[config.mk]
export PLATFORM = sky130hd
export DESIGN_NAME = stsc_cmd_core
export DESIGN_NICKNAME = d
export VERILOG_FILES = /design/src/stsc_pkg.sv /design/src/stsc_cmd_core.sv /design/src/stsc_stall_table.sv
export SDC_FILE = /design/constraint.sdc
export NUM_CORES = 1
export LEC_CHECK = 0
export ABC_AREA = 1
export ABC_CLOCK_PERIOD_IN_PS = 5000
export BUFFER_PORTS_ARGS = -buffer_cell sky130_fd_sc_hd__buf_2
export CAP_MARGIN = 20
export CORE_AREA = 2 2 270 165
export CTS_CLUSTER_DIAMETER = 50
export DETAILED_ROUTE_END_ITERATION = 10
export DIE_AREA = 0 0 272 167
export HOLD_SLACK_MARGIN = 0.05
export PLACE_DENSITY = 0.66
export SYNTH_ARGS = -nofsm -noshare
export SYNTH_HDL_FRONTEND = slang
export SYNTH_SLANG_ARGS = --single-unit
[constraint.sdc]
create_clock -name MCLK_IN -period 5 [get_ports MCLK_IN]
set_clock_uncertainty 0.15 [all_clocks]
set_input_delay 0.75 -clock MCLK_IN [delete_from_list [all_inputs] [get_ports MCLK_IN]]
set_output_delay 0.75 -clock MCLK_IN [all_outputs]
set_load 0.005 [all_outputs]
[src/stsc_pkg.sv]
// Package for the stall-terminate and sync command interpreter
package stsc_pkg;

   // ==========================================================
   // Command encodings
   localparam logic [7:0] OP_STALL_TERM = 8'h45;
   localparam logic [7:0] OP_SYNC = 8'h46;

   // ==========================================================
   // Completion signal field and stall model encodings
   localparam logic [1:0] SIGNAL_NONE_C = 2'h0;
   localparam logic [1:0] SIGNAL_INTERRUPT_C = 2'h1;
   localparam logic [1:0] SIG_EVENT_C = 2'h2;
   localparam logic [1:0] STALL_MODEL_NONE = 2'h1;

   // ==========================================================
   // Error codes reported for a refused command
   localparam logic [7:0] ERR_NONE = 8'h00;
   localparam logic [7:0] ERR_ILLEGAL = 8'h01;

   // ==========================================================
   // Register offsets (byte addresses, one word apart)
   localparam logic [7:0] REG_CTRL = 8'h00;
   localparam logic [7:0] REG_STATUS = 8'h04;
   localparam logic [7:0] REG_CONS = 8'h08;
   localparam logic [7:0] REG_ERROR = 8'h0c;

   // ==========================================================
   // Control register fields and reset value
   localparam int CTRL_STALL_MODEL_LSB = 0;
   localparam int CTRL_EVENT_SUP_BIT = 2;
   localparam int CTRL_MSG_SUP_BIT = 3;
   localparam int CTRL_WIRED_SUP_BIT = 4;
   localparam logic [31:0] CTRL_RESET = 32'h0000_001c;

   // ==========================================================
   // Stall tracking sizes
   localparam int STALL_SLOTS = 8;
   localparam int SID_W = 16;
   localparam int TAG_W = 3;

   // ==========================================================
   // Timing: length of the wired interrupt and event pulses
   localparam int PULSE_NS = 10;
   localparam int CLK_NS = 10;
   localparam int PULSE_CYC = (PULSE_NS + CLK_NS - 1) / CLK_NS;

   // ==========================================================
   // Command as taken from the queue
   typedef struct packed {
      logic [7:0] opcode;
      logic security_select;
      logic isolated_queue;
      logic [SID_W-1:0] stream_number;
      logic [1:0] completion_signal_field;
      logic [53:0] message_target_address;
      logic [31:0] message_payload;
      logic [3:0] message_write_attr;
   } stsc_cmd_t;

   // Outgoing message write
   typedef struct packed {
      logic [55:0] addr;
      logic [31:0] data;
      logic [3:0] attr;
   } stsc_msg_t;

   // Stall record entering the tracker
   typedef struct packed {
      logic [SID_W-1:0] stream_number;
      logic security_select;
   } stsc_stall_t;

endpackage : stsc_pkg

[src/stsc_cmd_core.sv]
// Command interpreter for stall-terminate and sync commands
// Behaviour
// - Stall-terminate marks stalled transactions of stream
// - Outstanding stalled transactions end with abort
// - No stalled transactions means no change
// - Affected stall tags return to pool
// - No stall support raises illegal error
// - Marked transactions terminate later for sure
// - Later stalls are not affected
// - Isolated queue stall-terminate is illegal
// - Violated preconditions give undefined outcome
// - No stall records after synced termination
// - Full event queue: retry or mark
// - Sync covers prior commands and records
// - Effects visible before completion signal
// - Signal only after consumption is visible
// - No-signal sync ignores message parameters
// - Interrupt sync writes message if address
// - No message support ignores message fields
// - Wired interrupt pulses on interrupt sync only with wired support
// - Event wakeup only with event support
// - Later commands wait for sync completion
// - Message is one aligned word write
`timescale 1ns/1ps
module stsc_cmd_core (
   // Clock and reset
   input wire logic MCLK_IN,
   input wire logic RESET_IN,
   // Register port
   input wire logic [7:0] REG_ADDR_IN,
   input wire logic [31:0] REG_WDATA_IN,
   input wire logic REG_WR_IN,
   input wire logic REG_RD_IN,
   output logic [31:0] REG_RDATA_OUT,
   // Command queue
   input wire logic CMD_VALID_IN,
   input stsc_pkg::stsc_cmd_t CMD_IN,
   output logic CMD_READY_OUT,
   // Stalled transactions arriving
   input wire logic STALL_VALID_IN,
   input stsc_pkg::stsc_stall_t STALL_IN,
   output logic STALL_READY_OUT,
   output logic [stsc_pkg::TAG_W-1:0] STALL_TAG_OUT,
   // Stream configuration is now terminating
   input wire logic STREAM_TERMINATING_IN,
   // Termination of marked transactions
   input wire logic TERM_READY_IN,
   output logic TERM_VALID_OUT,
   output logic [stsc_pkg::TAG_W-1:0] TERM_TAG_OUT,
   // Pending event record writes and table updates
   input wire logic SYS_IDLE_IN,
   // Message write
   output logic MSG_VALID_OUT,
   output stsc_pkg::stsc_msg_t MSG_OUT,
   input wire logic MSG_READY_IN,
   // Completion signals
   output logic WIRED_IRQ_OUT,
   output logic EVENT_WAKE_OUT
);

   // ==========================================================
   // State machine
   typedef enum logic [4:0] {
      ST_IDLE = 5'b00001,
      ST_DRAIN = 5'b00010,
      ST_CONSUME = 5'b00100,
      ST_SIGNAL = 5'b01000,
      ST_MSG = 5'b10000
   } stsc_state_t;

   stsc_state_t state_reg, state_next;
   stsc_pkg::stsc_cmd_t cmd_reg, cmd_next;
   logic [31:0] ctrl_reg, ctrl_next;
   logic [31:0] cons_reg, cons_next;
   logic [7:0] err_reg, err_next;
   logic [31:0] rdata_reg, rdata_next;
   logic ready_reg, ready_next;
   logic msg_valid_reg, msg_valid_next;
   stsc_pkg::stsc_msg_t msg_reg, msg_next;
   logic irq_reg, irq_next;
   logic wake_reg, wake_next;
   logic mark_pulse;
   logic err_set;
   stsc_pkg::stsc_stall_t mark_key;
   logic table_busy;
   logic stall_ok, stall_ready;
   logic [stsc_pkg::TAG_W-1:0] stall_tag;
   logic term_valid;
   logic [stsc_pkg::TAG_W-1:0] term_tag;

   // Legality check of a stall-terminate command
   function automatic logic stall_term_illegal(
      input logic [31:0] ctrl, input logic isolated);
      logic [1:0] model;
      model = ctrl[stsc_pkg::CTRL_STALL_MODEL_LSB +: 2];
      return isolated || (model == stsc_pkg::STALL_MODEL_NONE);
   endfunction : stall_term_illegal

   // ==========================================================
   // Stall table
   assign mark_key.stream_number = cmd_reg.stream_number;
   assign mark_key.security_select = cmd_reg.security_select;
   // New stalls refused once stream terminating
   assign stall_ok = STALL_VALID_IN && !STREAM_TERMINATING_IN;

   stsc_stall_table u_table (
      .clk_in(MCLK_IN),
      .rst_in(RESET_IN),
      .stall_valid_in(stall_ok),
      .stall_in(STALL_IN),
      .stall_ready_out(stall_ready),
      .stall_tag_out(stall_tag),
      .mark_in(mark_pulse),
      .mark_key_in(mark_key),
      .term_ready_in(TERM_READY_IN),
      .term_valid_out(term_valid),
      .term_tag_out(term_tag),
      .busy_out(table_busy)
   );

   // ==========================================================
   // Command sequencing
   always_comb begin
      state_next = state_reg;
      cmd_next = cmd_reg;
      cons_next = cons_reg;
      err_next = err_reg;
      ready_next = 1'b0;
      msg_valid_next = msg_valid_reg;
      msg_next = msg_reg;
      irq_next = 1'b0;
      wake_next = 1'b0;
      mark_pulse = 1'b0;
      err_set = 1'b0;
      case (state_reg)
         ST_IDLE: begin
            // Take one command; next waits until this one done
            if (CMD_VALID_IN && !ready_reg) begin
               cmd_next = CMD_IN;
               ready_next = 1'b1;
               if (CMD_IN.opcode == stsc_pkg::OP_STALL_TERM) begin
                  if (stall_term_illegal(ctrl_reg,
                      CMD_IN.isolated_queue)) begin
                     err_next = stsc_pkg::ERR_ILLEGAL;
                     err_set = 1'b1;
                  end else begin
                     state_next = ST_CONSUME;
                  end
                  cons_next = cons_reg + 32'h1;
               end else if (CMD_IN.opcode == stsc_pkg::OP_SYNC) begin
                  state_next = ST_DRAIN;
               end else begin
                  cons_next = cons_reg + 32'h1;
               end
            end
         end
         ST_CONSUME: begin
            // Mark matching stalls; none matching changes nothing
            mark_pulse = 1'b1;
            state_next = ST_IDLE;
         end
         ST_DRAIN: begin
            // Wait until prior work and records are visible
            if (SYS_IDLE_IN) begin
               cons_next = cons_reg + 32'h1;
               state_next = ST_SIGNAL;
            end
         end
         ST_SIGNAL: begin
            // Consume index already advanced before signalling
            state_next = ST_IDLE;
            case (cmd_reg.completion_signal_field)
               stsc_pkg::SIGNAL_INTERRUPT_C: begin
                  irq_next = ctrl_reg[stsc_pkg::CTRL_WIRED_SUP_BIT];
                  if (ctrl_reg[stsc_pkg::CTRL_MSG_SUP_BIT] &&
                      |cmd_reg.message_target_address) begin
                     msg_valid_next = 1'b1;
                     msg_next.addr = {cmd_reg.message_target_address,
                                      2'b00};
                     msg_next.data = cmd_reg.message_payload;
                     msg_next.attr = cmd_reg.message_write_attr;
                     state_next = ST_MSG;
                  end
               end
               stsc_pkg::SIG_EVENT_C: begin
                  wake_next = ctrl_reg[stsc_pkg::CTRL_EVENT_SUP_BIT];
               end
               stsc_pkg::SIGNAL_NONE_C: begin
                  state_next = ST_IDLE;
               end
               default: begin
                  err_next = stsc_pkg::ERR_ILLEGAL;
                  err_set = 1'b1;
               end
            endcase
         end
         ST_MSG: begin
            // Hold the word write until accepted
            if (MSG_READY_IN) begin
               msg_valid_next = 1'b0;
               state_next = ST_IDLE;
            end
         end
         default: begin
            state_next = ST_IDLE;
         end
      endcase
      if (REG_WR_IN && REG_ADDR_IN == stsc_pkg::REG_ERROR) begin
         if (!err_set) begin // Hardware set wins
            err_next = stsc_pkg::ERR_NONE;
         end
      end
   end

   // Sequencer registers
   always_ff @(posedge MCLK_IN) begin
      if (RESET_IN) begin
         state_reg <= ST_IDLE;
         cmd_reg <= '0;
         cons_reg <= '0;
         err_reg <= stsc_pkg::ERR_NONE;
         ready_reg <= 1'b0;
         msg_valid_reg <= 1'b0;
         msg_reg <= '0;
         irq_reg <= 1'b0;
         wake_reg <= 1'b0;
      end else begin
         state_reg <= state_next;
         cmd_reg <= cmd_next;
         cons_reg <= cons_next;
         err_reg <= err_next;
         ready_reg <= ready_next;
         msg_valid_reg <= msg_valid_next;
         msg_reg <= msg_next;
         irq_reg <= irq_next;
         wake_reg <= wake_next;
      end
   end

   // ==========================================================
   // Register port
   always_comb begin
      ctrl_next = ctrl_reg;
      rdata_next = 32'h0;
      if (REG_WR_IN) begin
         if (REG_ADDR_IN == stsc_pkg::REG_CTRL) begin
            ctrl_next = {27'h0, REG_WDATA_IN[4:0]};
         end
      end
      if (REG_RD_IN) begin
         if (REG_ADDR_IN == stsc_pkg::REG_CTRL) begin
            rdata_next = ctrl_reg;
         end else if (REG_ADDR_IN == stsc_pkg::REG_STATUS) begin
            rdata_next = {24'h0, 2'h0, table_busy, state_reg};
         end else if (REG_ADDR_IN == stsc_pkg::REG_CONS) begin
            rdata_next = cons_reg;
         end else if (REG_ADDR_IN == stsc_pkg::REG_ERROR) begin
            rdata_next = {24'h0, err_reg};
         end else begin
            rdata_next = 32'h0;
         end
      end
   end

   // Register file
   always_ff @(posedge MCLK_IN) begin
      if (RESET_IN) begin
         ctrl_reg <= stsc_pkg::CTRL_RESET;
         rdata_reg <= 32'h0;
      end else begin
         ctrl_reg <= ctrl_next;
         rdata_reg <= rdata_next;
      end
   end

   // ==========================================================
   // Outputs
   logic stall_ready_reg;
   logic [stsc_pkg::TAG_W-1:0] stall_tag_reg;

   // Report of a captured stall and the tag it got
   always_ff @(posedge MCLK_IN) begin
      if (RESET_IN) begin
         stall_ready_reg <= 1'b0;
         stall_tag_reg <= '0;
      end else begin
         stall_ready_reg <= stall_ok && stall_ready;
         stall_tag_reg <= stall_tag;
      end
   end

   assign REG_RDATA_OUT = rdata_reg;
   assign CMD_READY_OUT = ready_reg;
   assign STALL_READY_OUT = stall_ready_reg;
   assign STALL_TAG_OUT = stall_tag_reg;
   assign TERM_VALID_OUT = term_valid;
   assign TERM_TAG_OUT = term_tag;
   assign MSG_VALID_OUT = msg_valid_reg;
   assign MSG_OUT = msg_reg;
   assign WIRED_IRQ_OUT = irq_reg;
   assign EVENT_WAKE_OUT = wake_reg;

endmodule : stsc_cmd_core

[src/stsc_stall_table.sv]
// Stall table holding stalled transactions and their tags
`timescale 1ns/1ps
module stsc_stall_table (
   // Clock and reset
   input wire logic clk_in,
   input wire logic rst_in,
   // New stall arriving
   input wire logic stall_valid_in,
   input stsc_pkg::stsc_stall_t stall_in,
   output logic stall_ready_out,
   output logic [stsc_pkg::TAG_W-1:0] stall_tag_out,
   // Bulk mark request
   input wire logic mark_in,
   input stsc_pkg::stsc_stall_t mark_key_in,
   // Termination drain
   input wire logic term_ready_in,
   output logic term_valid_out,
   output logic [stsc_pkg::TAG_W-1:0] term_tag_out,
   output logic busy_out
);

   localparam int N = stsc_pkg::STALL_SLOTS;

   logic [N-1:0] used_reg, used_next;
   logic [N-1:0] marked_reg, marked_next;
   stsc_pkg::stsc_stall_t key_reg [N];
   stsc_pkg::stsc_stall_t key_next [N];
   logic [stsc_pkg::TAG_W-1:0] free_idx, term_idx;
   logic free_any, term_any;
   logic pres_valid_reg, pres_valid_next;
   logic [stsc_pkg::TAG_W-1:0] pres_tag_reg, pres_tag_next;

   // Find first set bit of a slot vector
   function automatic logic [stsc_pkg::TAG_W-1:0] first_set(
      input logic [N-1:0] v);
      logic [stsc_pkg::TAG_W-1:0] r;
      r = '0;
      for (int i = N - 1; i >= 0; i--) begin
         if (v[i]) begin
            r = stsc_pkg::TAG_W'(i);
         end
      end
      return r;
   endfunction : first_set

   // Slot selection
   always_comb begin
      free_any = ~&used_reg;
      free_idx = first_set(~used_reg);
      term_any = |marked_reg;
      term_idx = first_set(marked_reg);
   end

   // Next slot state: mark, drain and allocate
   always_comb begin
      used_next = used_reg;
      marked_next = marked_reg;
      key_next = key_reg;
      pres_valid_next = pres_valid_reg;
      pres_tag_next = pres_tag_reg;
      if (mark_in) begin
         for (int i = 0; i < N; i++) begin
            // Only stalls present now; later stalls untouched
            if (used_reg[i] && key_reg[i] == mark_key_in) begin
               marked_next[i] = 1'b1;
            end
         end
      end
      // Present one marked tag, hold it until taken, then free it
      if (pres_valid_reg && term_ready_in) begin
         used_next[pres_tag_reg] = 1'b0;
         marked_next[pres_tag_reg] = 1'b0;
         pres_valid_next = 1'b0;
      end else if (!pres_valid_reg && term_any) begin
         pres_valid_next = 1'b1;
         pres_tag_next = term_idx;
      end
      if (stall_valid_in && free_any) begin
         used_next[free_idx] = 1'b1;
         marked_next[free_idx] = 1'b0;
         key_next[free_idx] = stall_in;
      end
   end

   // Slot registers
   always_ff @(posedge clk_in) begin
      if (rst_in) begin
         used_reg <= '0;
         marked_reg <= '0;
         pres_valid_reg <= 1'b0;
         pres_tag_reg <= '0;
         for (int i = 0; i < N; i++) begin
            key_reg[i] <= '0;
         end
      end else begin
         used_reg <= used_next;
         marked_reg <= marked_next;
         pres_valid_reg <= pres_valid_next;
         pres_tag_reg <= pres_tag_next;
         key_reg <= key_next;
      end
   end

   // Outputs
   always_comb begin
      stall_ready_out = free_any;
      stall_tag_out = free_idx;
      term_valid_out = pres_valid_reg;
      term_tag_out = pres_tag_reg;
      busy_out = term_any;
   end

endmodule : stsc_stall_table

==> flow_metrics.tcl, run 1 <==
set metrics [dict create \
    status "finished, final reports clean" \
    tightest_slew_ps 1160 \
    syn_to_final_growth_pct 15.5 \
    min_delay_path_depth 3 \
    ios 321 \
    multiInputGateArea_um2 8670 \
    place_ws_ps 2020 \
    start_kind "flip-flop" \
    cts_tree "yes" \
    root_buffer "clkbuf_16" \
    end_kind "flip-flop" \
    grt_pass1_vias 17000 \
    pwr-share-comb_pct 7.9 \
    whs_ps 257 \
    postCtsSetupRepairBufs 0 \
    rr_endpoint "MSG_OUT[61]$_SDFFE_PP0P_" \
    grt_first_pass_wirelength_um 91100 \
    worstSetupPathType "flip-flop to flip-flop" \
    clkLatencyLatePin_ps 550 \
    r2r_setup_slack_ps 1970 \
    intPower_mw 5.71 \
    ys_types 49 \
    die_x_um 272 \
    ys.flop_type "dfxtp_1" \
    drt-wirelength-per-cell_um 16.3 \
    die-area_um2 45400 \
    drc 0 \
    worstPathRequired_ps 5270 \
    async_flop_share_pct 0 \
    clockBufferDepth 3 \
    fmax_mhz 330 \
    synth_edf_count 0 \
    ys_ff_latch 445 \
    yosysSeqAreaShare_pct 46.5 \
    grt_overflow 0 \
    antenna_found_initial 6 \
    fp-row-count 59 \
    cts-buffers-inserted 43 \
    register_area_um2 8910 \
    netSwitchingFraction_pct 25.0 \
    routed_wl_um 58200 \
    power_density_nw_per_um2 344 \
    cp_max_fo 168 \
    die_y_um 167 \
    ir_drop_uv 215 \
    port_buffers 291 \
    period_share_pct 60.5 \
    design_area_um2 22100 \
    place_congestion 0.949 \
    largest_register_ffs 136 \
    switchingPower_mw 1.90 \
    fill_cells 4279 \
    place_area_um2 20700 \
    viasPerCell 5.15 \
    dp_hpwl_um 39700 \
    setup_slack_ps 1970 \
    cts_max_level 2 \
    yosys_warnings 0 \
    min-delay-start "REG_WDATA_IN[4]" \
    core_area_um2 42900 \
    first_iter_violations 1969 \
    setup_viol 0 \
    seqPwrFrac_pct 49.2 \
    totalPowerFinal_mw 7.61 \
    clk_pin_slew_ps 70 \
    hp-class "input pin to flip-flop" \
    start_util_pct 44.7 \
    ctsResizeCount 0 \
    vias 18400 \
    antenna_left 0 \
    max_cap_viol_count 0 \
    r2r-start "cmd_reg[64]$_SDFFE_PP0P_" \
    slew_headroom_pct 22.6 \
    rsz0062_at_grt "false" \
    layout-drive-gt1-share_pct 13.9 \
    grt_max_degree 212 \
    cts_hold_buf 0 \
    reg2reg_depth 11 \
    synth_area_per_cell_um2 6.93 \
    finalCriticalPeriod_ps 3030 \
    final_nets 3147 \
    clkPwrFrac_pct 42.9 \
    crit_arrival_ps 3300 \
    leakagePower_nw 10.0 \
    clock-sinks 445 \
    finalMaxSlewViolations 0 \
    track_usage_pct 24.8 \
    netlist_area_um2 19200 \
    setup_tns_ps 0 \
    hold_violations 0 \
    syn_inst 2765 \
    dr.pass1.iters 6 \
    hold_path_end "ctrl_reg[4]$_SDFFE_PP1P_" \
]
metrics by stage:
step / instances / util [%]
finish: 3571 / 51.6
global route: 3571 / 51.6
CTS: 3565 / 51.6
detailed placement: 3494 / 48.3
global placement: 3494 / 48.3
floorplan: 2766 / -
worst max-delay path: stages, from the launching register on:
cell,delay [ps]
dfxtp_1,320
nor2_1,130
nand2_1,70
nor2_1,260
nand2_1,100
nor2_1,90
nand2_1,200
nand4_1,580
buf_12,580
nand2_1,120
nand2_1,100
nor2_1,50
cells by family after synthesis:
| family | Yosys count | share of synthesized area (%) |
|---|---|---|
| AO/OA/AOI/OAI | 459 | 12.8 |
| XOR/XNOR | 57 | 2.61 |
| adder cells (fa/ha/maj) | 1 | 0.0653 |
| buffers and inverters | 382 | 8.27 |
| flip-flops | 445 | 46.5 |
| other | 1 | 0.0196 |
| AND/OR/NAND/NOR | 1420 | 29.8 |
cell type report:
type	count	share of cell area, %
antenna	5	0.0565
multi-input combinational	1939	39.2
inverter	232	4.00
sequential	445	40.2
clock buffer	63	5.80
tap	579	3.27
clock inverter	8	0.441
timing repair buffer	300	7.02
power groups by stage:
stage	logic [mW]	clock network, mW	registers (mW)
2_1_floorplan	0.411	0	3.76
5_1_grt	0.665	3.49	3.75
4_1_cts	0.591	3.33	3.74
6_report	0.600	3.26	3.74
3_3_place_gp	0.581	0	3.81
3_5_place_dp	0.589	0	3.81
placed cells by master, fill, tap and decap left out, drive strengths merged:
master,synthesis,final
nand4,17,17
clkbuf,74,63
xor2,29,29
diode,0,5
o211ai,10,10
ha,1,1
a21oi,148,148
nor4,4,4
conb,1,2
a31oi,1,1
nand3,111,111
o221ai,1,1
a21o,1,1
and3,1,1
nand3b,3,3
o2111ai,7,7
bufinv,0,2
buf,76,300
a211oi,4,4
o22ai,22,22
nor2,705,705
clkinvlp,0,3
nand2,547,547
dfxtp,445,445
clkinv,5,8
o31ai,1,1
nor3,29,29
a22o,3,3
o21ai,259,259
or2,3,3
inv,227,227
xnor2,28,28
a21boi,2,2
worst max path at each step:
stage                                  start                      endpoint  slack, ps  cells after the start
floorplan                     REG_ADDR_IN[1]  REG_RDATA_OUT[21]$_SDFF_PP0_       2860                     10
global placement    cmd_reg[64]$_SDFFE_PP0P_      MSG_OUT[58]$_SDFFE_PP0P_       2080                     11
detailed placement  cmd_reg[64]$_SDFFE_PP0P_      MSG_OUT[61]$_SDFFE_PP0P_       2020                     11
CTS                 cmd_reg[64]$_SDFFE_PP0P_      MSG_OUT[61]$_SDFFE_PP0P_       2010                     11
global route        cmd_reg[39]$_SDFFE_PP0P_      MSG_OUT[66]$_SDFFE_PP0P_       1740                     11
finish              cmd_reg[64]$_SDFFE_PP0P_      MSG_OUT[61]$_SDFFE_PP0P_       1970                     11
synthesized netlist by cell type, types with 4 or more instances:
master / n / area share [%]
nand4_1: 17 / 0.56
nand2_2: 7 / 0.23
o211ai_1: 10 / 0.39
nand2_1: 539 / 11
nor3_1: 27 / 0.71
a211oi_1: 4 / 0.16
o21ai_1: 15 / 0.39
xor2_1: 29 / 1.3
clkinv_1: 4 / 0.078
buf_2: 61 / 1.6
nor4_1: 4 / 0.13
buf_6: 4 / 0.24
o21ai_0: 241 / 6.3
nor2_2: 18 / 0.59
nand3_1: 107 / 2.8
nor2_1: 685 / 13
clkbuf_1: 73 / 1.4
a21oi_1: 147 / 3.8
o2111ai_1: 7 / 0.32
inv_2: 8 / 0.16
o22ai_1: 22 / 0.72
buf_4: 7 / 0.27
dfxtp_1: 445 / 46
inv_1: 219 / 4.3
xnor2_1: 28 / 1.3
per-layer routing:
metal	vias to the layer above	global-route usage, %	wire length, um
met5	-	0	0
met4	0	6.78	1170
met3	87	6.36	5400
met2	671	36.6	24500
met1	8531	35.8	27200
li1	9088	-	-
No activity file was read; power rests on OpenSTA's default activity.
==> run 2, diff against run 1 <==
--- a/config.mk
+++ b/config.mk
@@ -6,7 +6,7 @@
 export NUM_CORES = 1
 export LEC_CHECK = 0
 export ABC_AREA = 1
-export ABC_CLOCK_PERIOD_IN_PS = 5000
+export ABC_CLOCK_PERIOD_IN_PS = 2500
 export BUFFER_PORTS_ARGS = -buffer_cell sky130_fd_sc_hd__buf_2
 export CAP_MARGIN = 20
 export CORE_AREA = 2 2 270 165
@@ -14,7 +14,7 @@
 export DETAILED_ROUTE_END_ITERATION = 10
 export DIE_AREA = 0 0 272 167
 export HOLD_SLACK_MARGIN = 0.05
-export PLACE_DENSITY = 0.66
+export PLACE_DENSITY = 0.68
 export SYNTH_ARGS = -nofsm -noshare
 export SYNTH_HDL_FRONTEND = slang
 export SYNTH_SLANG_ARGS = --single-unit
==> constraint.sdc (replaced) <==
create_clock -name MCLK_IN -period 2.5 [get_ports MCLK_IN]
set_clock_uncertainty 0.15 [all_clocks]
set_input_delay 0.375 -clock MCLK_IN [delete_from_list [all_inputs] [get_ports MCLK_IN]]
set_output_delay 0.375 -clock MCLK_IN [all_outputs]
set_load 0.005 [all_outputs]
==> run 2 against run 1 <==
- via count grew 4.4%
- sequential cell count stayed put
- power is 110% higher
- combinational power grew to 2.5 times the previous value
- critical endpoint is now MSG_OUT[24]$_SDFFE_PP0P_
- highest routed layer unchanged
- maximum frequency increased by 33%
- setup slack worse by 1700 ps
- global-route usage increased by 1.3 points
- non-clock buffer count up 172
- critical path type unchanged
- register-to-register slack got worse by 1700 ps
==> flow_metrics.tcl, run 2 (same netlist as run 1, synthesis figures left out) <==
set metrics [dict create \
    fp-row-count 59 \
    cts-buffers-inserted 46 \
    start_util_pct 44.7 \
    track_usage_pct 26.1 \
    ios 321 \
    final_common_cell "nor2_1" \
    crit_arrival_ps 2570 \
    syn_to_final_growth_pct 25.8 \
    grt_pass1_vias 18000 \
    whs_ps 81.9 \
    dr.pass1.iters 6 \
    dp_hpwl_um 41900 \
    setup_tns_ps 0 \
    cts_max_level 2 \
    fmax_mhz 440 \
    place_congestion 0.946 \
    clockBufferDepth 3 \
    period_share_pct 90.8 \
    final_nets 3322 \
    postCtsSetupRepairBufs 0 \
    first_iter_violations 2178 \
    hold_violations 0 \
    viasPerCell 5.11 \
    wl_met3_um 6100 \
    clock-sinks 445 \
    antenna_found_initial 2 \
    worstPathRequired_ps 2800 \
    path_cells "nor2_1 > nand2_1 > nor2_1 > nand2_1 > nor2_1 > nand2_1 > nand4_1 > buf_12 > buf_12 > nand2_1 > nand2_1 > nor2_1" \
    grt_first_pass_wirelength_um 95600 \
    grt_overflow 0 \
    leakagePower_nw 10.9 \
    core_area_um2 42900 \
    die-area_um2 45400 \
    worstSetupPathType "flip-flop to flip-flop" \
    root_buffer "clkbuf_16" \
    final_cell_mix "nor2_1 (685), nand2_1 (539), dfxtp_1 (445), buf_2 (290), o21ai_0 (241)" \
    clkLatencyLatePin_ps 570 \
    ir_drop_uv 444 \
    antenna_left 0 \
    fill_cells 4003 \
    cp_common_cell "nand2_1" \
    setup_viol 0 \
    ctsResizeCount 0 \
    cp_max_fo 39 \
    tightest_slew_ps 727 \
    critPathSlowestCell "dfxtp_1" \
    layout-drive-gt1-share_pct 14.9 \
    finalMaxSlewViolations 0 \
    top_layer "met4" \
    routed_wl_um 60900 \
    end_kind "flip-flop" \
    die_x_um 272 \
    grt_max_degree 90 \
    rsz0062_at_grt "false" \
    cts_tree "yes" \
    power_density_nw_per_um2 678 \
    start_kind "flip-flop" \
    status "finished, final reports clean" \
    die_y_um 167 \
    max_cap_viol_count 0 \
    slowest_delay_ps 330 \
    wl_met2_um 26300 \
    port_buffers 291 \
    drt-wirelength-per-cell_um 16.3 \
    slew_headroom_pct 51.5 \
    wl_met1_um 26900 \
    largest_register_ffs 136 \
    vias 19200 \
    hp-class "input pin to flip-flop" \
    clk_pin_slew_ps 70 \
    drc 0 \
    finalCriticalPeriod_ps 2270 \
]
-- run 2: cell count changes in the layout (fill, tap and decap cells not counted), sizes merged --
cell         change
buf             +44
bufinv           +4
clkbuf           +2
clkinv           +5
clkinvlp         -2
diode            -3
dlygate4sd3    +128
inv              +1
-- run 2: worst paths after layout --
path	cells after the start	start	slack (ps)	endpoint
max	12	cmd_reg[66]$_SDFFE_PP0P_	230	MSG_OUT[24]$_SDFFE_PP0P_
min	5	CMD_IN[110]	80	state_reg[2]$_SDFFE_PP0P_
max reg2reg	12	cmd_reg[66]$_SDFFE_PP0P_	230	MSG_OUT[24]$_SDFFE_PP0P_
min reg2reg	2	err_reg[4]$_SDFF_PP0_	310	err_reg[4]$_SDFF_PP0_
-- run 2: area by class of cell --
| type | instances | area [um2] | area share (%) |
|---|---|---|---|
| tap | 579 | 724 | 3.00 |
| timing repair buffer | 472 | 3290 | 13.6 |
| sequential | 445 | 8910 | 36.9 |
| clock buffer | 65 | 1380 | 5.74 |
| multi-input combinational | 1939 | 8670 | 36.0 |
| inverter | 232 | 886 | 3.67 |
| clock inverter | 16 | 244 | 1.01 |
| antenna | 2 | 5.00 | 0.0208 |
-- run 2: routing by layer --
metal / up-vias / GRT usage [%]
li1: 9445 / -
met1: 8772 / 36.6
met2: 832 / 39.5
met3: 129 / 6.30
met4: 0 / 8.10
met5: - / 0
-- run 2: critical path, delay by kind of cell (launching register included) --
kind	cells	cell delay (ps)
buf+inv	2	420
flops	1	330
simple gates	10	1240
-- run 2: power breakdown --
group | internal [mW] | switching (mW) | total (mW) | leakage, nW
Clock | 4.47 | 2.95 | 7.42 | 0.806
Sequential | 7.28 | 0.140 | 7.42 | 3.61
Combinational | 0.578 | 0.929 | 1.51 | 6.52
-- run 2: per-stage QoR --
stage          cell area, um2  std cells  setup slack [ps]  util, %  power, mW
2_1_floorplan           19200       2766               739        -       8.34
3_3_place_gp            21200       3539               298     49.4       8.85
3_5_place_dp            21200       3539               256     49.4       8.88
4_1_cts                 24100       3748               253     56.2       16.4
5_1_grt                 24100       3750              99.6     56.2       16.9
6_report                24100       3750               230     56.2       16.3
-- run 2: what timing repair did --
action	4_1_cts	5_1_grt
hold endpoints to repair	140	0
hold buffers	128	0
setup endpoints to repair	0	0
==> run 3, diff against run 2 <==
--- a/config.mk
+++ b/config.mk
@@ -9,12 +9,13 @@
 export ABC_CLOCK_PERIOD_IN_PS = 2500
 export BUFFER_PORTS_ARGS = -buffer_cell sky130_fd_sc_hd__buf_2
 export CAP_MARGIN = 20
-export CORE_AREA = 2 2 270 165
+export CORE_AREA = 2 2 273 167
 export CTS_CLUSTER_DIAMETER = 50
 export DETAILED_ROUTE_END_ITERATION = 10
-export DIE_AREA = 0 0 272 167
+export DIE_AREA = 0 0 275 169
 export HOLD_SLACK_MARGIN = 0.05
 export PLACE_DENSITY = 0.68
 export SYNTH_ARGS = -nofsm -noshare
 export SYNTH_HDL_FRONTEND = slang
+export SYNTH_HIERARCHICAL = 1
 export SYNTH_SLANG_ARGS = --single-unit
==> run 3 against run 2 <==
- sequential cell count stayed put
- count of clock-buffer cells in the layout fell by 2
- via count grew 3.3%
- register-to-register slack got worse by 20 ps
- sequential share of layout area is 0.38 points lower
- critical path type unchanged
- clock power shrank 12%
- combinational power rose by 6%
- global-route usage decreased by 0.83 points
- synthesized area up 2.4%
- die area rose by 2.3%
- highest routed layer is now met5
==> flow_metrics.tcl, run 3 <==
set metrics [dict create \
    start_util_pct 44.4 \
    finalMaxSlewViolations 0 \
    r2r-start "cmd_reg[92]$_SDFFE_PP0P_" \
    die-area_um2 46500 \
    path_buf_inv 2 \
    clkLatencyLatePin_ps 570 \
    fp-row-count 60 \
    first_iter_violations 1970 \
    netlist_area_um2 19600 \
    cts_max_level 2 \
    die_x_um 275 \
    min-delay-start "REG_WR_IN" \
    vias 19800 \
    port_buffers 291 \
    power_density_nw_per_um2 641 \
    cp_common_cell "nand2_1" \
    ys_types 45 \
    grt_max_degree 111 \
    final_nets 3467 \
    ios 321 \
    yosysSeqAreaShare_pct 45.4 \
    root_buffer "clkbuf_16" \
    rr_endpoint "u_table/marked_reg[0]$_SDFF_PP0_" \
    antenna_found_initial 6 \
    slew_headroom_pct 56.6 \
    switchingPower_mw 3.99 \
    place_congestion 0.896 \
    core_area_um2 44100 \
    clkPwrFrac_pct 41.9 \
    cts_tree "yes" \
    final_common_cell "nand2_1" \
    max_cap_viol_count 0 \
    yosys_warnings 6 \
    final_cell_mix "nand2_1 (795), nor2_1 (585), dfxtp_1 (445), buf_2 (290), a21oi_1 (231)" \
    grt_pass1_vias 18500 \
    die_y_um 169 \
    worstPathRequired_ps 2840 \
    whs_ps 105 \
    period_share_pct 91.5 \
    start_kind "flip-flop" \
    grt_first_pass_wirelength_um 96100 \
    synth_area_per_cell_um2 6.75 \
    setup_tns_ps 0 \
    reg2reg_depth 10 \
    finalCriticalPeriod_ps 2290 \
    path_delay_family "simple AND/OR/NAND/NOR gates" \
    critPathSlowestCell "dfxtp_1" \
    dr.pass1.iters 7 \
    clockBufferDepth 3 \
    antenna_left 0 \
    rsz0062_at_grt "false" \
    tightest_slew_ps 651 \
    pwr-share-comb_pct 10.3 \
    ys_ff_latch 445 \
    routed_wl_um 60200 \
    hp-class "input pin to flip-flop" \
    cts-buffers-inserted 43 \
    clock-sinks 445 \
    fmax_mhz 437 \
    seqPwrFrac_pct 47.8 \
    r2r_setup_slack_ps 210 \
    viasPerCell 5.07 \
    setup_viol 0 \
    grt_overflow 0 \
    cp_max_fo 10 \
    largest_register_ffs 136 \
    async_flop_share_pct 0 \
    leakagePower_nw 10.9 \
    synth_edf_count 0 \
    worstSetupPathType "flip-flop to flip-flop" \
    yosys-top-cells-area "dfxtp_1 (45%), nand2_1 (15%), nor2_1 (11%)" \
    slowest_delay_ps 500 \
    min_delay_path_depth 5 \
    hold_violations 0 \
    syn_to_final_growth_pct 24.2 \
    intPower_mw 11.6 \
    track_usage_pct 25.3 \
    clk_pin_slew_ps 70 \
    path_cells "clkinv_1 > nand2_1 > nand2_1 > nor2_1 > nand2_1 > nor2_1 > nand3_1 > nand2_1 > inv_1 > nor2_1" \
    ys_top_cells_by_count "nand2_1 (795), nor2_1 (585), dfxtp_1 (445)" \
    netSwitchingFraction_pct 25.5 \
    crit_arrival_ps 2620 \
    yosys.area.top_type "dfxtp_1" \
    drc 0 \
    status "finished, final reports clean" \
    synth_top_area_share_pct 45.4 \
    ir_drop_uv 542 \
    synth.most_common_cell "nand2_1" \
    drt-wirelength-per-cell_um 15.4 \
    dp_hpwl_um 41400 \
    end_kind "flip-flop" \
    hold_path_end "ctrl_reg[4]$_SDFFE_PP1P_" \
    layout-drive-gt1-share_pct 13.6 \
    syn_inst 2906 \
    ys.flop_type "dfxtp_1" \
]
[run 3: cell count changes in the layout (fill, tap and decap cells not counted), moves of 19 or more]
| cell | previous run | this run |
|---|---|---|
| o22ai_1 | 22 | 3 |
| o21ai_0 | 241 | 169 |
| a21oi_1 | 147 | 231 |
| nand2_1 | 539 | 795 |
| nand3_1 | 107 | 134 |
| nor2_1 | 685 | 585 |
[run 3: metal layers]
layer	vias to the layer above	wire [um]	share of wire, %	track usage, %
met3	129	4280	7.1	4.18
met1	9098	27700	46	36.3
met4	2	1740	2.9	8.13
met2	723	26500	44	38.6
li1	9853	-	-	-
met5	-	15	0.025	0
[run 3: power by group through the flow]
stage                     registers [mW]  clock network (mW)  logic (mW)
after detailed placement            7.62                   0        1.40
after CTS                           7.46                6.70        1.58
after global placement              7.61                   0        1.37
final                               7.47                6.55        1.60
after global routing                7.49                6.99        1.78
after floorplan                     7.55                   0       0.931
[run 3: through the flow]
step	setup WS, ps	util, %	cells	area [um2]	total power, mW
detailed placement	285	48.9	3688	21600	9.02
CTS	224	55.2	3902	24300	15.7
global placement	362	48.9	3688	21600	8.98
finish	212	55.2	3907	24400	15.6
global route	55.3	55.2	3907	24400	16.3
floorplan	782	-	2907	19600	8.48
[run 3: worst max-delay path by stage]
stage / start / cells past startpoint / slack, ps / to
2_1_floorplan: STALL_VALID_IN / 8 / 780 / u_table/key_reg[85]$_SDFFE_PP0P_
3_3_place_gp: state_reg[0]$_SDFFE_PP1P_ / 8 / 360 / MSG_OUT[67]$_SDFFE_PP0P_
3_5_place_dp: state_reg[0]$_SDFFE_PP1P_ / 8 / 290 / MSG_OUT[71]$_SDFFE_PP0P_
4_1_cts: state_reg[0]$_SDFFE_PP1P_ / 8 / 220 / MSG_OUT[57]$_SDFFE_PP0P_
5_1_grt: u_table/used_reg[7]$_SDFF_PP0_ / 11 / 60 / u_table/key_reg[15]$_SDFFE_PP0P_
6_report: cmd_reg[92]$_SDFFE_PP0P_ / 10 / 210 / u_table/marked_reg[0]$_SDFF_PP0_
[run 3: area by class of cell]
cell class	count	area, um2
fill	4197	19800
multi-input combinational	2075	9090
sequential	445	8910
timing repair buffer	477	3310
clock buffer	63	1250
inverter	239	901
tap	589	737
clock inverter	14	148
antenna	5	12.5
[run 3: logic make-up (layout without fill, tap and decap cells)]
family                   after synthesis  after routing  share of synthesized area (%)
adder cells (fa/ha/maj)                1              1                         0.0638
flip-flops                           445            445                           45.4
XOR/XNOR                              41             41                           1.83
AND/OR/NAND/NOR                     1596           1596                           33.1
AO/OA/AOI/OAI                        435            435                           11.3
other                                  1              7                         0.0191
buffers and inverters                387            793                           8.28
[run 3: tightest hold or removal path, cell delays in order]
cell and delay, ps:
buf_2 110, inv_1 50, nor2_1 90, nand2_1 70, nand3_1 60
[run 3: what timing repair did]
action                     CTS  global route
buffers inserted             0             0
hold endpoints to repair   202             0
hold buffers               137             0
setup endpoints to repair    0             1
resized for setup            0             1
